--- src/shared/pbr_pkg.sv ---
// Package with the types and constants of the port burst read state machine.
package pbr_pkg;

  // ---------------------------------------------------------------------------
  // Widths
  // ---------------------------------------------------------------------------
  localparam int unsigned PBR_AD_W    = 32;
  localparam int unsigned PBR_CNT_W   = 16;
  localparam int unsigned PBR_BUF_W   = 32;

  // ---------------------------------------------------------------------------
  // Address stepping and reset values
  // ---------------------------------------------------------------------------
  localparam logic [15:0]          PBR_ADDR_STEP     = 16'h0004;
  localparam logic [PBR_CNT_W-1:0] PBR_CNT_ONE       = 16'h0001;
  localparam logic [PBR_CNT_W-1:0] PBR_CNT_RST       = 16'h0000;
  localparam logic [PBR_AD_W-1:0]  PBR_AD_RST        = 32'h0000_0000;
  localparam logic                 PBR_STROBE_N_RST  = 1'b1;
  localparam logic                 PBR_REQ_N_RST     = 1'b1;

  // ---------------------------------------------------------------------------
  // State machine states, one-hot
  // ---------------------------------------------------------------------------
  typedef enum logic [9:0] {
    PBR_IDLE = 10'h001,
    PBR_AD1  = 10'h002,
    PBR_ATA  = 10'h004,
    PBR_ATW  = 10'h008,
    PBR_AD2  = 10'h010,
    PBR_DRD  = 10'h020,
    PBR_DWT  = 10'h040,
    PBR_LTX  = 10'h080,
    PBR_CUP  = 10'h100,
    PBR_TRI  = 10'h200
  } pbr_state_t;

  // Origin of a tri-state condition, one of eight.
  typedef enum logic [2:0] {
    PBR_FROM_AD1 = 3'h0,
    PBR_FROM_AD2 = 3'h1,
    PBR_FROM_ATA = 3'h2,
    PBR_FROM_DRD = 3'h3,
    PBR_FROM_DWT = 3'h4,
    PBR_FROM_LTX = 3'h5,
    PBR_FROM_CUP = 3'h6,
    PBR_FROM_ATW = 3'h7
  } pbr_origin_t;

  // ---------------------------------------------------------------------------
  // Carriers
  // ---------------------------------------------------------------------------
  typedef struct packed {
    logic [PBR_AD_W-1:0]  addr;
    logic [PBR_CNT_W-1:0] words;
    logic                 is_read;
  } pbr_cmd_t;

  typedef struct packed {
    logic [PBR_AD_W-1:0] data;
    logic                oe;
  } pbr_bus_out_t;

endpackage

--- src/design/pbr_ltn_count.sv ---
// Remaining word counter that derives the last-transfer-next flag.
`timescale 1ns/10ps
module pbr_ltn_count
  import pbr_pkg::*;
(
  input  wire logic                 core_clk_in,
  input  wire logic                 reset_in,
  input  wire logic                 load_in,
  input  wire logic [PBR_CNT_W-1:0] words_in,
  input  wire logic                 take_in,
  input  wire logic                 stop_in,
  output logic                      last_transfer_next_out
);

  logic [PBR_CNT_W-1:0] remaining;
  always_ff @(posedge core_clk_in) begin
    if (reset_in) begin
      remaining <= PBR_CNT_RST;
    end else if (load_in) begin
      remaining <= words_in;
    end else if (take_in && remaining != PBR_CNT_RST) begin
      remaining <= remaining - PBR_CNT_ONE;
    end
  end
  // A word taken in this cycle already counts, so the flag never lags a phase.
  assign last_transfer_next_out = (remaining <= PBR_CNT_ONE) || stop_in ||
                                  (take_in && (remaining - PBR_CNT_ONE) == PBR_CNT_ONE);

endmodule

--- src/design/pbr_port_fsm.sv ---
// Burst read control state machine of the first DMA port, with command slots.
// ---------------------------------------------------------------------------
// Functional notes
// - Request low while a command is active; queued request low when another waits.
// - Direction output tells the arbiter whether the pending transfer reads or writes.
// - Transfer request is withdrawn during Last Transfer.
// - At the end of Clean Up the request returns if a queued command exists.
// - Last-transfer-next flag comes from remaining count, high when next state is final.
// - The bus is in one of address out, data in, data ignored, released.
// - Sample strobe low only in data-input condition; data captured while it is low.
// - Final-cycle strobe low during Last Transfer only.
// - Select and ready both low at start enter Address 1 and drive the address.
// - Address 1 then select high, ready low inserts released turnaround without sampling.
// - Data Read goes to Data Read, Last Transfer or Data Wait by ready and flag.
// - From Data Read, low/high gives tri-state; low/low gives an address cycle.
// - Data Wait ignores the bus, strobe high; high/high stays in Data Wait.
// - From Data Wait, ready low goes to Data Read or Last Transfer by flag.
// - From Data Wait, low/high gives tri-state; low/low gives an address cycle.
// - Select low with ready high releases all outputs and remembers one of eight origins.
// - Four tri-state variants leave to Data Read or Last Transfer by the flag.
// - Last Transfer is followed by Clean Up, strobes and request high there.
// - Leaving Address 1 with no request asserted goes to turnaround wait instead.
// - Early stop ends the transfer once the next data phase completes.
// ---------------------------------------------------------------------------
`timescale 1ns/10ps
module pbr_port_fsm
  import pbr_pkg::*;
(
  input  wire logic                core_clk_in,
  input  wire logic                reset_in,
  input  wire logic                cmd_valid_in,
  input  wire pbr_cmd_t            cmd_in,
  output logic                     cmd_ready_out,
  output logic                     transfer_request_n_out,
  output logic                     queued_request_n_out,
  output logic                     dir_read_out,
  input  wire logic                addr_data_select_n_in,
  input  wire logic                target_ready_n_in,
  input  wire logic                comm_register_select_in,
  input  wire logic                early_stop_n_in,
  input  wire logic [PBR_AD_W-1:0] port_addr_data_bus_in,
  output logic [PBR_AD_W-1:0]      port_addr_data_bus_out,
  output logic                     port_addr_data_bus_oe_out,
  output logic                     sample_strobe_n_out,
  output logic                     final_strobe_n_out,
  output logic                     rd_valid_out,
  output logic [PBR_BUF_W-1:0]     rd_data_out,
  input  wire logic                rd_ready_in
);

  // ---------------------------------------------------------------------------
  // Declarations
  // ---------------------------------------------------------------------------
  pbr_state_t    state;
  pbr_state_t    next_state;
  pbr_origin_t   origin;
  pbr_origin_t   next_origin;
  pbr_cmd_t      act_cmd;
  pbr_cmd_t      que_cmd;
  logic          act_valid;
  logic          que_valid;
  logic          post_turn;
  logic          busy;
  logic          stop_seen;
  logic          ltn;
  logic          room_next;
  logic          capture;
  logic          cmd_take;
  logic          promote;
  logic          sel_n;
  logic          rdy_n;
  logic [15:0]   addr_low;
  pbr_bus_out_t  next_bus;

  assign sel_n    = addr_data_select_n_in;
  assign rdy_n    = target_ready_n_in;
  // Data on the bus is taken at the edge that closes a cycle with the strobe low.
  assign capture  = !sample_strobe_n_out;
  assign cmd_take = cmd_valid_in && cmd_ready_out;
  assign promote  = (state == PBR_LTX);

  // ---------------------------------------------------------------------------
  // Helpers
  // ---------------------------------------------------------------------------
  function automatic pbr_origin_t origin_of(input pbr_state_t s, input pbr_origin_t keep);
    pbr_origin_t o;
    o = keep;
    case (s)
      PBR_AD1: o = PBR_FROM_AD1;
      PBR_AD2: o = PBR_FROM_AD2;
      PBR_ATA: o = PBR_FROM_ATA;
      PBR_DRD: o = PBR_FROM_DRD;
      PBR_DWT: o = PBR_FROM_DWT;
      PBR_LTX: o = PBR_FROM_LTX;
      PBR_CUP: o = PBR_FROM_CUP;
      PBR_ATW: o = PBR_FROM_ATW;
      default: o = keep;
    endcase
    return o;
  endfunction

  // ---------------------------------------------------------------------------
  // Next state
  // ---------------------------------------------------------------------------
  // The register select input is not decoded here; DMA states rely on it staying low.
  // Sequencing of select and ready is the arbiter's duty; the table below follows it.
  always_comb begin
    next_state  = state;
    next_origin = origin;
    if (state == PBR_IDLE) begin
      if (!sel_n && !rdy_n) begin
        next_state = PBR_AD1;
      end
    end else if (!sel_n && rdy_n) begin
      next_state  = PBR_TRI;
      next_origin = origin_of(state, origin);
    end else if (!sel_n && !rdy_n) begin
      // Address cycles after the turnaround are Address 2.
      next_state = post_turn ? PBR_AD2 : PBR_AD1;
    end else if (!rdy_n) begin
      case (state)
        PBR_AD1: begin
          next_state = transfer_request_n_out ? PBR_ATW : PBR_ATA;
        end
        PBR_ATW: begin
          next_state = PBR_ATA;
        end
        PBR_LTX: begin
          next_state = PBR_CUP;
        end
        PBR_CUP: begin
          next_state = PBR_ATW;
        end
        PBR_TRI: begin
          if (origin == PBR_FROM_LTX || origin == PBR_FROM_CUP) begin
            next_state = (origin == PBR_FROM_LTX) ? PBR_ATW : PBR_ATA;
          end else if (origin == PBR_FROM_AD1 || origin == PBR_FROM_ATW) begin
            next_state = PBR_ATA;
          end else begin
            next_state = (ltn && room_next) ? PBR_LTX : PBR_DRD;
          end
        end
        default: begin
          next_state = (ltn && room_next) ? PBR_LTX : PBR_DRD;
        end
      endcase
    end else begin
      case (state)
        PBR_AD1, PBR_ATW: begin
          next_state = PBR_ATW;
        end
        PBR_LTX: begin
          next_state = PBR_CUP;
        end
        PBR_TRI: begin
          if (origin == PBR_FROM_AD1 || origin == PBR_FROM_ATW) begin
            next_state = PBR_ATW;
          end else begin
            next_state = PBR_DWT;
          end
        end
        default: begin
          next_state = PBR_DWT;
        end
      endcase
    end
  end

  // ---------------------------------------------------------------------------
  // State registers
  // ---------------------------------------------------------------------------
  always_ff @(posedge core_clk_in) begin
    if (reset_in) begin
      state  <= PBR_IDLE;
      origin <= PBR_FROM_AD1;
    end else begin
      state  <= next_state;
      origin <= next_origin;
    end
  end

  // Pre and post turnaround phase; Address 1 versus Address 2 hinges on it.
  always_ff @(posedge core_clk_in) begin
    if (reset_in) begin
      post_turn <= 1'b0;
    end else if (next_state == PBR_ATA) begin
      post_turn <= 1'b1;
    end else if (next_state == PBR_LTX) begin
      post_turn <= 1'b0;
    end
  end

  // Early stop is held until the final phase so a one-cycle pulse is not missed.
  always_ff @(posedge core_clk_in) begin
    if (reset_in) begin
      stop_seen <= 1'b0;
    end else if (state == PBR_LTX) begin
      stop_seen <= 1'b0;
    end else if (!early_stop_n_in && busy) begin
      stop_seen <= 1'b1;
    end
  end

  // ---------------------------------------------------------------------------
  // Command slots
  // ---------------------------------------------------------------------------
  // A new command may arrive while the active one is promoted; both paths land safely.
  always_ff @(posedge core_clk_in) begin
    if (reset_in) begin
      act_valid <= 1'b0;
      que_valid <= 1'b0;
      act_cmd   <= '0;
      que_cmd   <= '0;
    end else if (promote) begin
      act_valid <= que_valid || cmd_take;
      act_cmd   <= que_valid ? que_cmd : cmd_in;
      que_valid <= que_valid && cmd_take;
      if (que_valid && cmd_take) begin
        que_cmd <= cmd_in;
      end
    end else if (cmd_take) begin
      if (!act_valid) begin
        act_valid <= 1'b1;
        act_cmd   <= cmd_in;
      end else begin
        que_valid <= 1'b1;
        que_cmd   <= cmd_in;
      end
    end
  end

  always_ff @(posedge core_clk_in) begin
    if (reset_in) begin
      busy <= 1'b0;
    end else if (next_state == PBR_AD1) begin
      busy <= 1'b1;
    end else if (state == PBR_CUP) begin
      busy <= 1'b0;
    end
  end

  // ---------------------------------------------------------------------------
  // Request lines
  // ---------------------------------------------------------------------------
  always_ff @(posedge core_clk_in) begin
    if (reset_in) begin
      transfer_request_n_out <= PBR_REQ_N_RST;
      queued_request_n_out   <= PBR_REQ_N_RST;
      dir_read_out           <= 1'b0;
      cmd_ready_out          <= 1'b0;
    end else begin
      if (next_state == PBR_LTX || next_state == PBR_CUP) begin
        transfer_request_n_out <= 1'b1;
      end else if (state == PBR_CUP) begin
        transfer_request_n_out <= !act_valid;
      end else if (!busy && act_valid) begin
        transfer_request_n_out <= 1'b0;
      end
      queued_request_n_out <= !que_valid;
      dir_read_out         <= act_cmd.is_read;
      cmd_ready_out        <= !que_valid && !(act_valid && cmd_take);
    end
  end

  // ---------------------------------------------------------------------------
  // Bus, strobes and address counter
  // ---------------------------------------------------------------------------
  // The low half steps and wraps inside its 64K window, as the port expects.
  always_ff @(posedge core_clk_in) begin
    if (reset_in) begin
      addr_low <= '0;
    end else if (next_state == PBR_AD1 && state != PBR_AD1) begin
      addr_low <= act_cmd.addr[15:0];
    end else if (capture) begin
      addr_low <= addr_low + PBR_ADDR_STEP;
    end
  end

  always_comb begin
    next_bus.oe   = (next_state == PBR_AD1) || (next_state == PBR_AD2);
    next_bus.data = (next_state == PBR_AD1) ? act_cmd.addr
                                            : {act_cmd.addr[31:16], addr_low};
  end

  // Outputs follow the state being entered; data-in states alone sample.
  always_ff @(posedge core_clk_in) begin
    if (reset_in) begin
      port_addr_data_bus_oe_out <= 1'b0;
      port_addr_data_bus_out    <= PBR_AD_RST;
      sample_strobe_n_out       <= PBR_STROBE_N_RST;
      final_strobe_n_out        <= PBR_STROBE_N_RST;
    end else begin
      port_addr_data_bus_oe_out <= next_bus.oe;
      port_addr_data_bus_out    <= next_bus.data;
      // A full buffer keeps the strobe high and delays Last Transfer, so no word is lost.
      sample_strobe_n_out <= !(((next_state == PBR_DRD) || (next_state == PBR_LTX))
                               && room_next);
      final_strobe_n_out  <= (next_state != PBR_LTX);
    end
  end

  // ---------------------------------------------------------------------------
  // Sub-blocks
  // ---------------------------------------------------------------------------
  pbr_ltn_count u_ltn (
    .core_clk_in            (core_clk_in),
    .reset_in               (reset_in),
    .load_in                (next_state == PBR_AD1 && state != PBR_AD1),
    .words_in               (act_cmd.words),
    .take_in                (capture),
    .stop_in                (stop_seen || !early_stop_n_in),
    .last_transfer_next_out (ltn)
  );

  pbr_skid_buf #(
    .W (PBR_BUF_W)
  ) u_buf (
    .core_clk_in   (core_clk_in),
    .reset_in      (reset_in),
    .in_valid_in   (capture),
    .in_data_in    (port_addr_data_bus_in),
    .in_ready_out  (),
    .room_next_out (room_next),
    .out_valid_out (rd_valid_out),
    .out_data_out  (rd_data_out),
    .out_ready_in  (rd_ready_in)
  );

endmodule

--- src/design/pbr_skid_buf.sv ---
// Two-entry buffer between the sampled bus data and the user read port.
`timescale 1ns/10ps
module pbr_skid_buf
  import pbr_pkg::*;
#(
  parameter int unsigned W = PBR_BUF_W
) (
  input  wire logic         core_clk_in,
  input  wire logic         reset_in,
  input  wire logic         in_valid_in,
  input  wire logic [W-1:0] in_data_in,
  output logic              in_ready_out,
  output logic              room_next_out,
  output logic              out_valid_out,
  output logic [W-1:0]      out_data_out,
  input  wire logic         out_ready_in
);

  logic [W-1:0] tail_data;
  logic         tail_valid;
  logic         push;
  logic         pop;
  logic         next_tail_valid;

  assign in_ready_out  = !tail_valid;
  assign push          = in_valid_in && !tail_valid;
  assign pop           = out_valid_out && out_ready_in;
  // Room for one more word after this edge; the sampler looks one cycle ahead.
  assign room_next_out = !next_tail_valid;

  always_comb begin
    next_tail_valid = tail_valid;
    if (pop) begin
      next_tail_valid = tail_valid && push;
    end else if (push && out_valid_out) begin
      next_tail_valid = 1'b1;
    end
  end

  always_ff @(posedge core_clk_in) begin
    if (reset_in) begin
      out_valid_out <= 1'b0;
      tail_valid    <= 1'b0;
      out_data_out  <= '0;
      tail_data     <= '0;
    end else begin
      tail_valid <= next_tail_valid;
      if (pop) begin
        out_valid_out <= tail_valid || push;
        out_data_out  <= tail_valid ? tail_data : in_data_in;
        if (tail_valid && push) begin
          tail_data <= in_data_in;
        end
      end else if (push) begin
        if (!out_valid_out) begin
          out_valid_out <= 1'b1;
          out_data_out  <= in_data_in;
        end else begin
          tail_data <= in_data_in;
        end
      end
    end
  end

endmodule

--- config.mk ---
export PLATFORM = sky130hd
export DESIGN_NAME = pbr_port_fsm
export DESIGN_NICKNAME = d
export VERILOG_FILES = /design/src/shared/pbr_pkg.sv /design/src/design/pbr_ltn_count.sv /design/src/design/pbr_port_fsm.sv /design/src/design/pbr_skid_buf.sv
export SDC_FILE = /design/constraint.sdc
export NUM_CORES = 1
export LEC_CHECK = 0
export ABC_AREA = 1
export ABC_CLOCK_PERIOD_IN_PS = 4400
export BUFFER_PORTS_ARGS = -buffer_cell sky130_fd_sc_hd__clkbuf_2
export CORE_MARGIN = 4
export CORE_UTILIZATION = 57
export DETAILED_ROUTE_END_ITERATION = 10
export MAX_ROUTING_LAYER = met4
export PLACE_DENSITY = 0.76
export SYNTH_ARGS = -nofsm -noshare
export SYNTH_HDL_FRONTEND = slang
export SYNTH_SLANG_ARGS = --single-unit
--- constraint.sdc ---
create_clock -name core_clk_in -period 4.4 [get_ports core_clk_in]
set_clock_uncertainty 0.05 [all_clocks]
set_input_delay 0.88 -clock core_clk_in [delete_from_list [all_inputs] [get_ports core_clk_in]]
set_output_delay 0.88 -clock core_clk_in [all_outputs]
set_load 0.1 [all_outputs]
==> results <==
- Setup violations remaining at the end of the flow were counted as 0.
- The critical path's top delay family is simple AND/OR/NAND/NOR gates.
- After Yosys synthesis, full adders, half adders and majority gates account for 0.578% of the synthesized area.
- The first-pass iteration count of the detailed router is 5.
- Buffers inserted during clock tree synthesis total 27.
- The total wire length is 27,200 um.
- The required time reported for the critical path endpoint is 4710 ps.
- The number of cells in the finished layout apart from fillers is 1,794.
- The clock-pin slew on the worst setup and hold paths is 60 ps.
- The number of cells after detailed placement is 1,749.
- The critical-path maximum fanout is 32.
- TritonCTS built the clock tree.
- The wire length of the first global-routing pass is 45,600 um.
- The library cell used most frequently in the layout, excluding fill and tap cells, is sky130_fd_sc_hd__dfxtp_1.
- The initial antenna violation count is 0.
- The number of vias after detailed routing is 10.1k.
- The ratio of final minimum period to clock period is 63.1%.
- The total DRC errors in the routed layout is 0.
- By area, the combinational part of the netlist is dominated by simple AND/OR/NAND/NOR gates.
- 0 antenna diodes ended up in the layout.
- The biggest area contributor in the post-synthesis netlist is sky130_fd_sc_hd__dfxtp_1.
- The I/O pin total is 161.
- After floorplanning, the core was divided into 50 placement rows.
- The share of the synthesized netlist area taken by xor and xnor gates is 0.566%.
- The later pin in the worst-skew pair is clocked with a latency of 520 ps.
- Fill cells in the final layout number 1,627.
- The master of the slowest instance on the critical path is sky130_fd_sc_hd__nand2_1.
- The Yosys step of the flow raised 0 warnings.
- Timing would allow up to 0.360 GHz.
- The initial core utilization is 57.9%.
- The number of buffer cells added on primary ports is 159.
- The delay of the slowest cell on the worst path is 880 ps.
- The count of final max-slew check failures is 0.
- In the layout the commonest cells are 252 x sky130_fd_sc_hd__dfxtp_1, 220 x sky130_fd_sc_hd__nand2_1, 194 x sky130_fd_sc_hd__nor2_1.
- Among all flip-flop cells after synthesis, the most frequent one is sky130_fd_sc_hd__dfxtp_1.
- CTS built an H-tree with a depth of 1.
- The critical path endpoint category is a flop.
- The synthesized area per cell is 7.51 um2.
- The total routing usage reported by global routing is 25.5%.
- After Yosys synthesis, and, or, nand and nor cells account for 22.7% of the synthesized area.
- The share of synthesized area occupied by flip-flops and latches is 46.8%.
- The antenna violation net count after detailed routing is 0.
- The root buffer cell chosen for the clock tree is sky130_fd_sc_hd__clkbuf_16.
- By area the synthesized netlist is led by sky130_fd_sc_hd__dfxtp_1 47%, sky130_fd_sc_hd__o21ai_0 8.0%, sky130_fd_sc_hd__nand2_1 7.6%.
- The number of enable flip-flop cells after synthesis is 0.
- The endpoint arrival time on the critical path is 3090 ps.
- The reg2reg setup slack is 1620 ps.
- The leakage power is 5.32 nW.
- The layout-stage area growth over the synthesis result is 15.2%.
- Max-cap violations in this run came to 0.
- The worst hold path class is flop to flop.
- The number of standard cells after synthesis is 1,442.
- The critical path in this run is classified as flop to flop.
- The flow ran to the end, and the final reports show no timing, DRC or antenna violations.
- The post-synth net total is 1,536.
- The post-cts hold buffer count is 0.
- The portion of netlist area occupied by mux cells is 2.96%.
- The end of the worst register-to-register path is u_buf.tail_data[6].
- The area of the die is 0.0213 mm2.
- The maximum number of pins on one net before global-route repair is 107.
- For met1 alone, demand over resource in global routing was 36.2%.
- The depth of the critical timing path with buffers and inverters included is 6.
- The final sum of negative setup slack is 0 ps.
- The global routing usage on met3 is 3.24%.
- Global routing finished with a remaining overflow of 0.
- The via count of the first global-routing pass is 9,248.
- The worst path needs 2780 ps of the cycle, external delays included.
- The detailed-route wire length per cell is 15.2 um.
- The final net count is 1,638.
- The startpoint identified for the worst register-to-register timing path is sample_strobe_n_out.
- The most critical setup path has its endpoint at u_buf.tail_data[6].
- The synthesized netlist occupies a cell area of 0.0108 mm2.
- The actual transition at the worst max-transition pin is 1130 ps.
- The share of final-layout standard cells stronger than drive strength 1 is 15.6%.
- The finished layout cell area is 0.0125 mm2.
- The launching instance or port of the critical path is sample_strobe_n_out.
- The flip-flop and latch count after synthesis is 253.
- The count of final hold-check violations came to 0.
- The overall power consumption is 0.00557 W.
- Clock tree synthesis found a total of 253 sinks.
- Summed over all nets, the half-perimeter wirelength after detailed placement is 17,300 um.
- The congestion estimate from routability-driven global placement came to 0.922.
- The critical path goes through nor2_1 > inv_1 > nor2_2 > nand2_1 > nand2_1 > a21oi_1.
- Measured against its own limit, the worst slew margin works out to 24.5%.
- After clock tree synthesis, the setup repair step added 0 buffers.
- The cell count of the worst reg-to-reg path is 6.
- The number of buffers between clock root and the deepest sink is 3.
- The highest ir drop seen on vdd is 0.286 mV.
- The cell area after placement is 0.0116 mm2.
- The critical path's most frequent cell is sky130_fd_sc_hd__nand2_1.
- The die is 146 um tall.
- The worst setup path is launched from a flop.
- The die width is 146 um.
- The via-per-instance ratio is 5.61.
- The number of buffer and inverter stages on the critical path is 1.
- Once the clock tree was built, the resizer swapped 0 gates to a different size.
- The core area is 0.0187 mm2.
- For this block, the initial DRC count from the detailed router was 797.
- The share of the synthesized area in compound gates (AO/OA/AOI/OAI) is 19.2%.
- The met2 capacity usage during global routing is 38.8%.
- The post-synthesis async set-or-reset flop share is 0%.
- Setup repair after global routing left no endpoint under its margin.
- The distinct cell type count after synthesis is 43.
- Cells fill 66.7% of the core in the end.
- The share of the synthesized area in the top cell type is 46.8%.
- The most congested layer reported by global routing is met2.
- The power per unit of standard cell area is 447 mW/mm2.
==> per-layer routing <==
layer	vias up	wire length (um)	part of all wire, %
li1	5067	-	-
met1	4590	12700	47
met2	361	12200	45
met3	46	1760	6.5
met4	0	563	2.1
met5	-	0	0
==> stage by stage <==
| step | setup WS, ps | hold WS (ps) |
|---|---|---|
| 2_1_floorplan | 2150 | 350 |
| 3_3_place_gp | 1460 | 358 |
| 3_5_place_dp | 1470 | 363 |
| 4_1_cts | 1640 | 372 |
| 5_1_grt | 1350 | 386 |
| 6_report | 1620 | 368 |
==> how the worst min path moves through the flow <==
stage,startpoint,to,slack [ps],depth (start not counted)
detailed placement,act_cmd[37],port_addr_data_bus_out[20],360,2
finish,act_cmd[37],port_addr_data_bus_out[20],370,2
CTS,act_cmd[37],port_addr_data_bus_out[20],370,2
global placement,act_cmd[37],port_addr_data_bus_out[20],360,2
global route,act_cmd[46],port_addr_data_bus_out[29],390,2
floorplan,act_cmd[0],dir_read_out,350,2
==> registers in the layout, indices dropped and copies added, names as in the netlist, 3 cells and up <==
| register | cells |
|---|---|
| origin | 3 |
| que_cmd | 49 |
| u_ltn.remaining | 16 |
| u_buf.out_data_out | 32 |
| state | 10 |
| u_buf.tail_data | 32 |
| act_cmd | 49 |
| port_addr_data_bus_out | 32 |
| addr_low | 16 |
==> report_power, final <==
part | switching [W] | internal (W) | leakage [nW]
sequential | 0.0000740 | 0.00241 | 2.06
combinational | 0.000630 | 0.000201 | 2.83
clock | 0.000884 | 0.00138 | 0.433
total | 0.00159 | 0.00399 | 5.32
==> layout make-up <==
type,instances,area (um2),area share (%)
inverters,90,340,2.73
clock inverters,8,121,0.973
repair buffers,169,883,7.08
multi-input cells,1003,5000,40.1
well taps,234,293,2.35
clock buffers,37,763,6.12
flip-flops and latches,253,5070,40.6
==> cells by family after synthesis <==
kind of cell,count (synthesis)
AND/OR/NAND/NOR,576
buffers and inverters,186
multiplexers,32
AO/OA/AOI/OAI,383
adder cells (fa/ha/maj),5
flip-flops,253
XOR/XNOR,7
==> cell usage after synthesis (all sizes together) (2+ instances only) <==
master  count
o41ai       5
a21oi     122
a31oi      47
inv        88
dfxtp     253
o211ai     14
nand4      11
nand3b      2
nand3     117
nand2     225
o21ai     188
buf        29
nor3       15
nor2      202
xor2        7
nor4        3
mux2i      32
clkbuf     67
clkinv      2
ha          5
==> worst reg2reg max path, stage by stage (launching register included) <==
cell,delay (ps)
sky130_fd_sc_hd__dfxtp_1,450
sky130_fd_sc_hd__nor2_1,210
sky130_fd_sc_hd__inv_1,120
sky130_fd_sc_hd__nor2_2,550
sky130_fd_sc_hd__nand2_1,880
sky130_fd_sc_hd__nand2_1,270
sky130_fd_sc_hd__a21oi_1,80
Note: power is estimated with default switching activity, not from simulation.
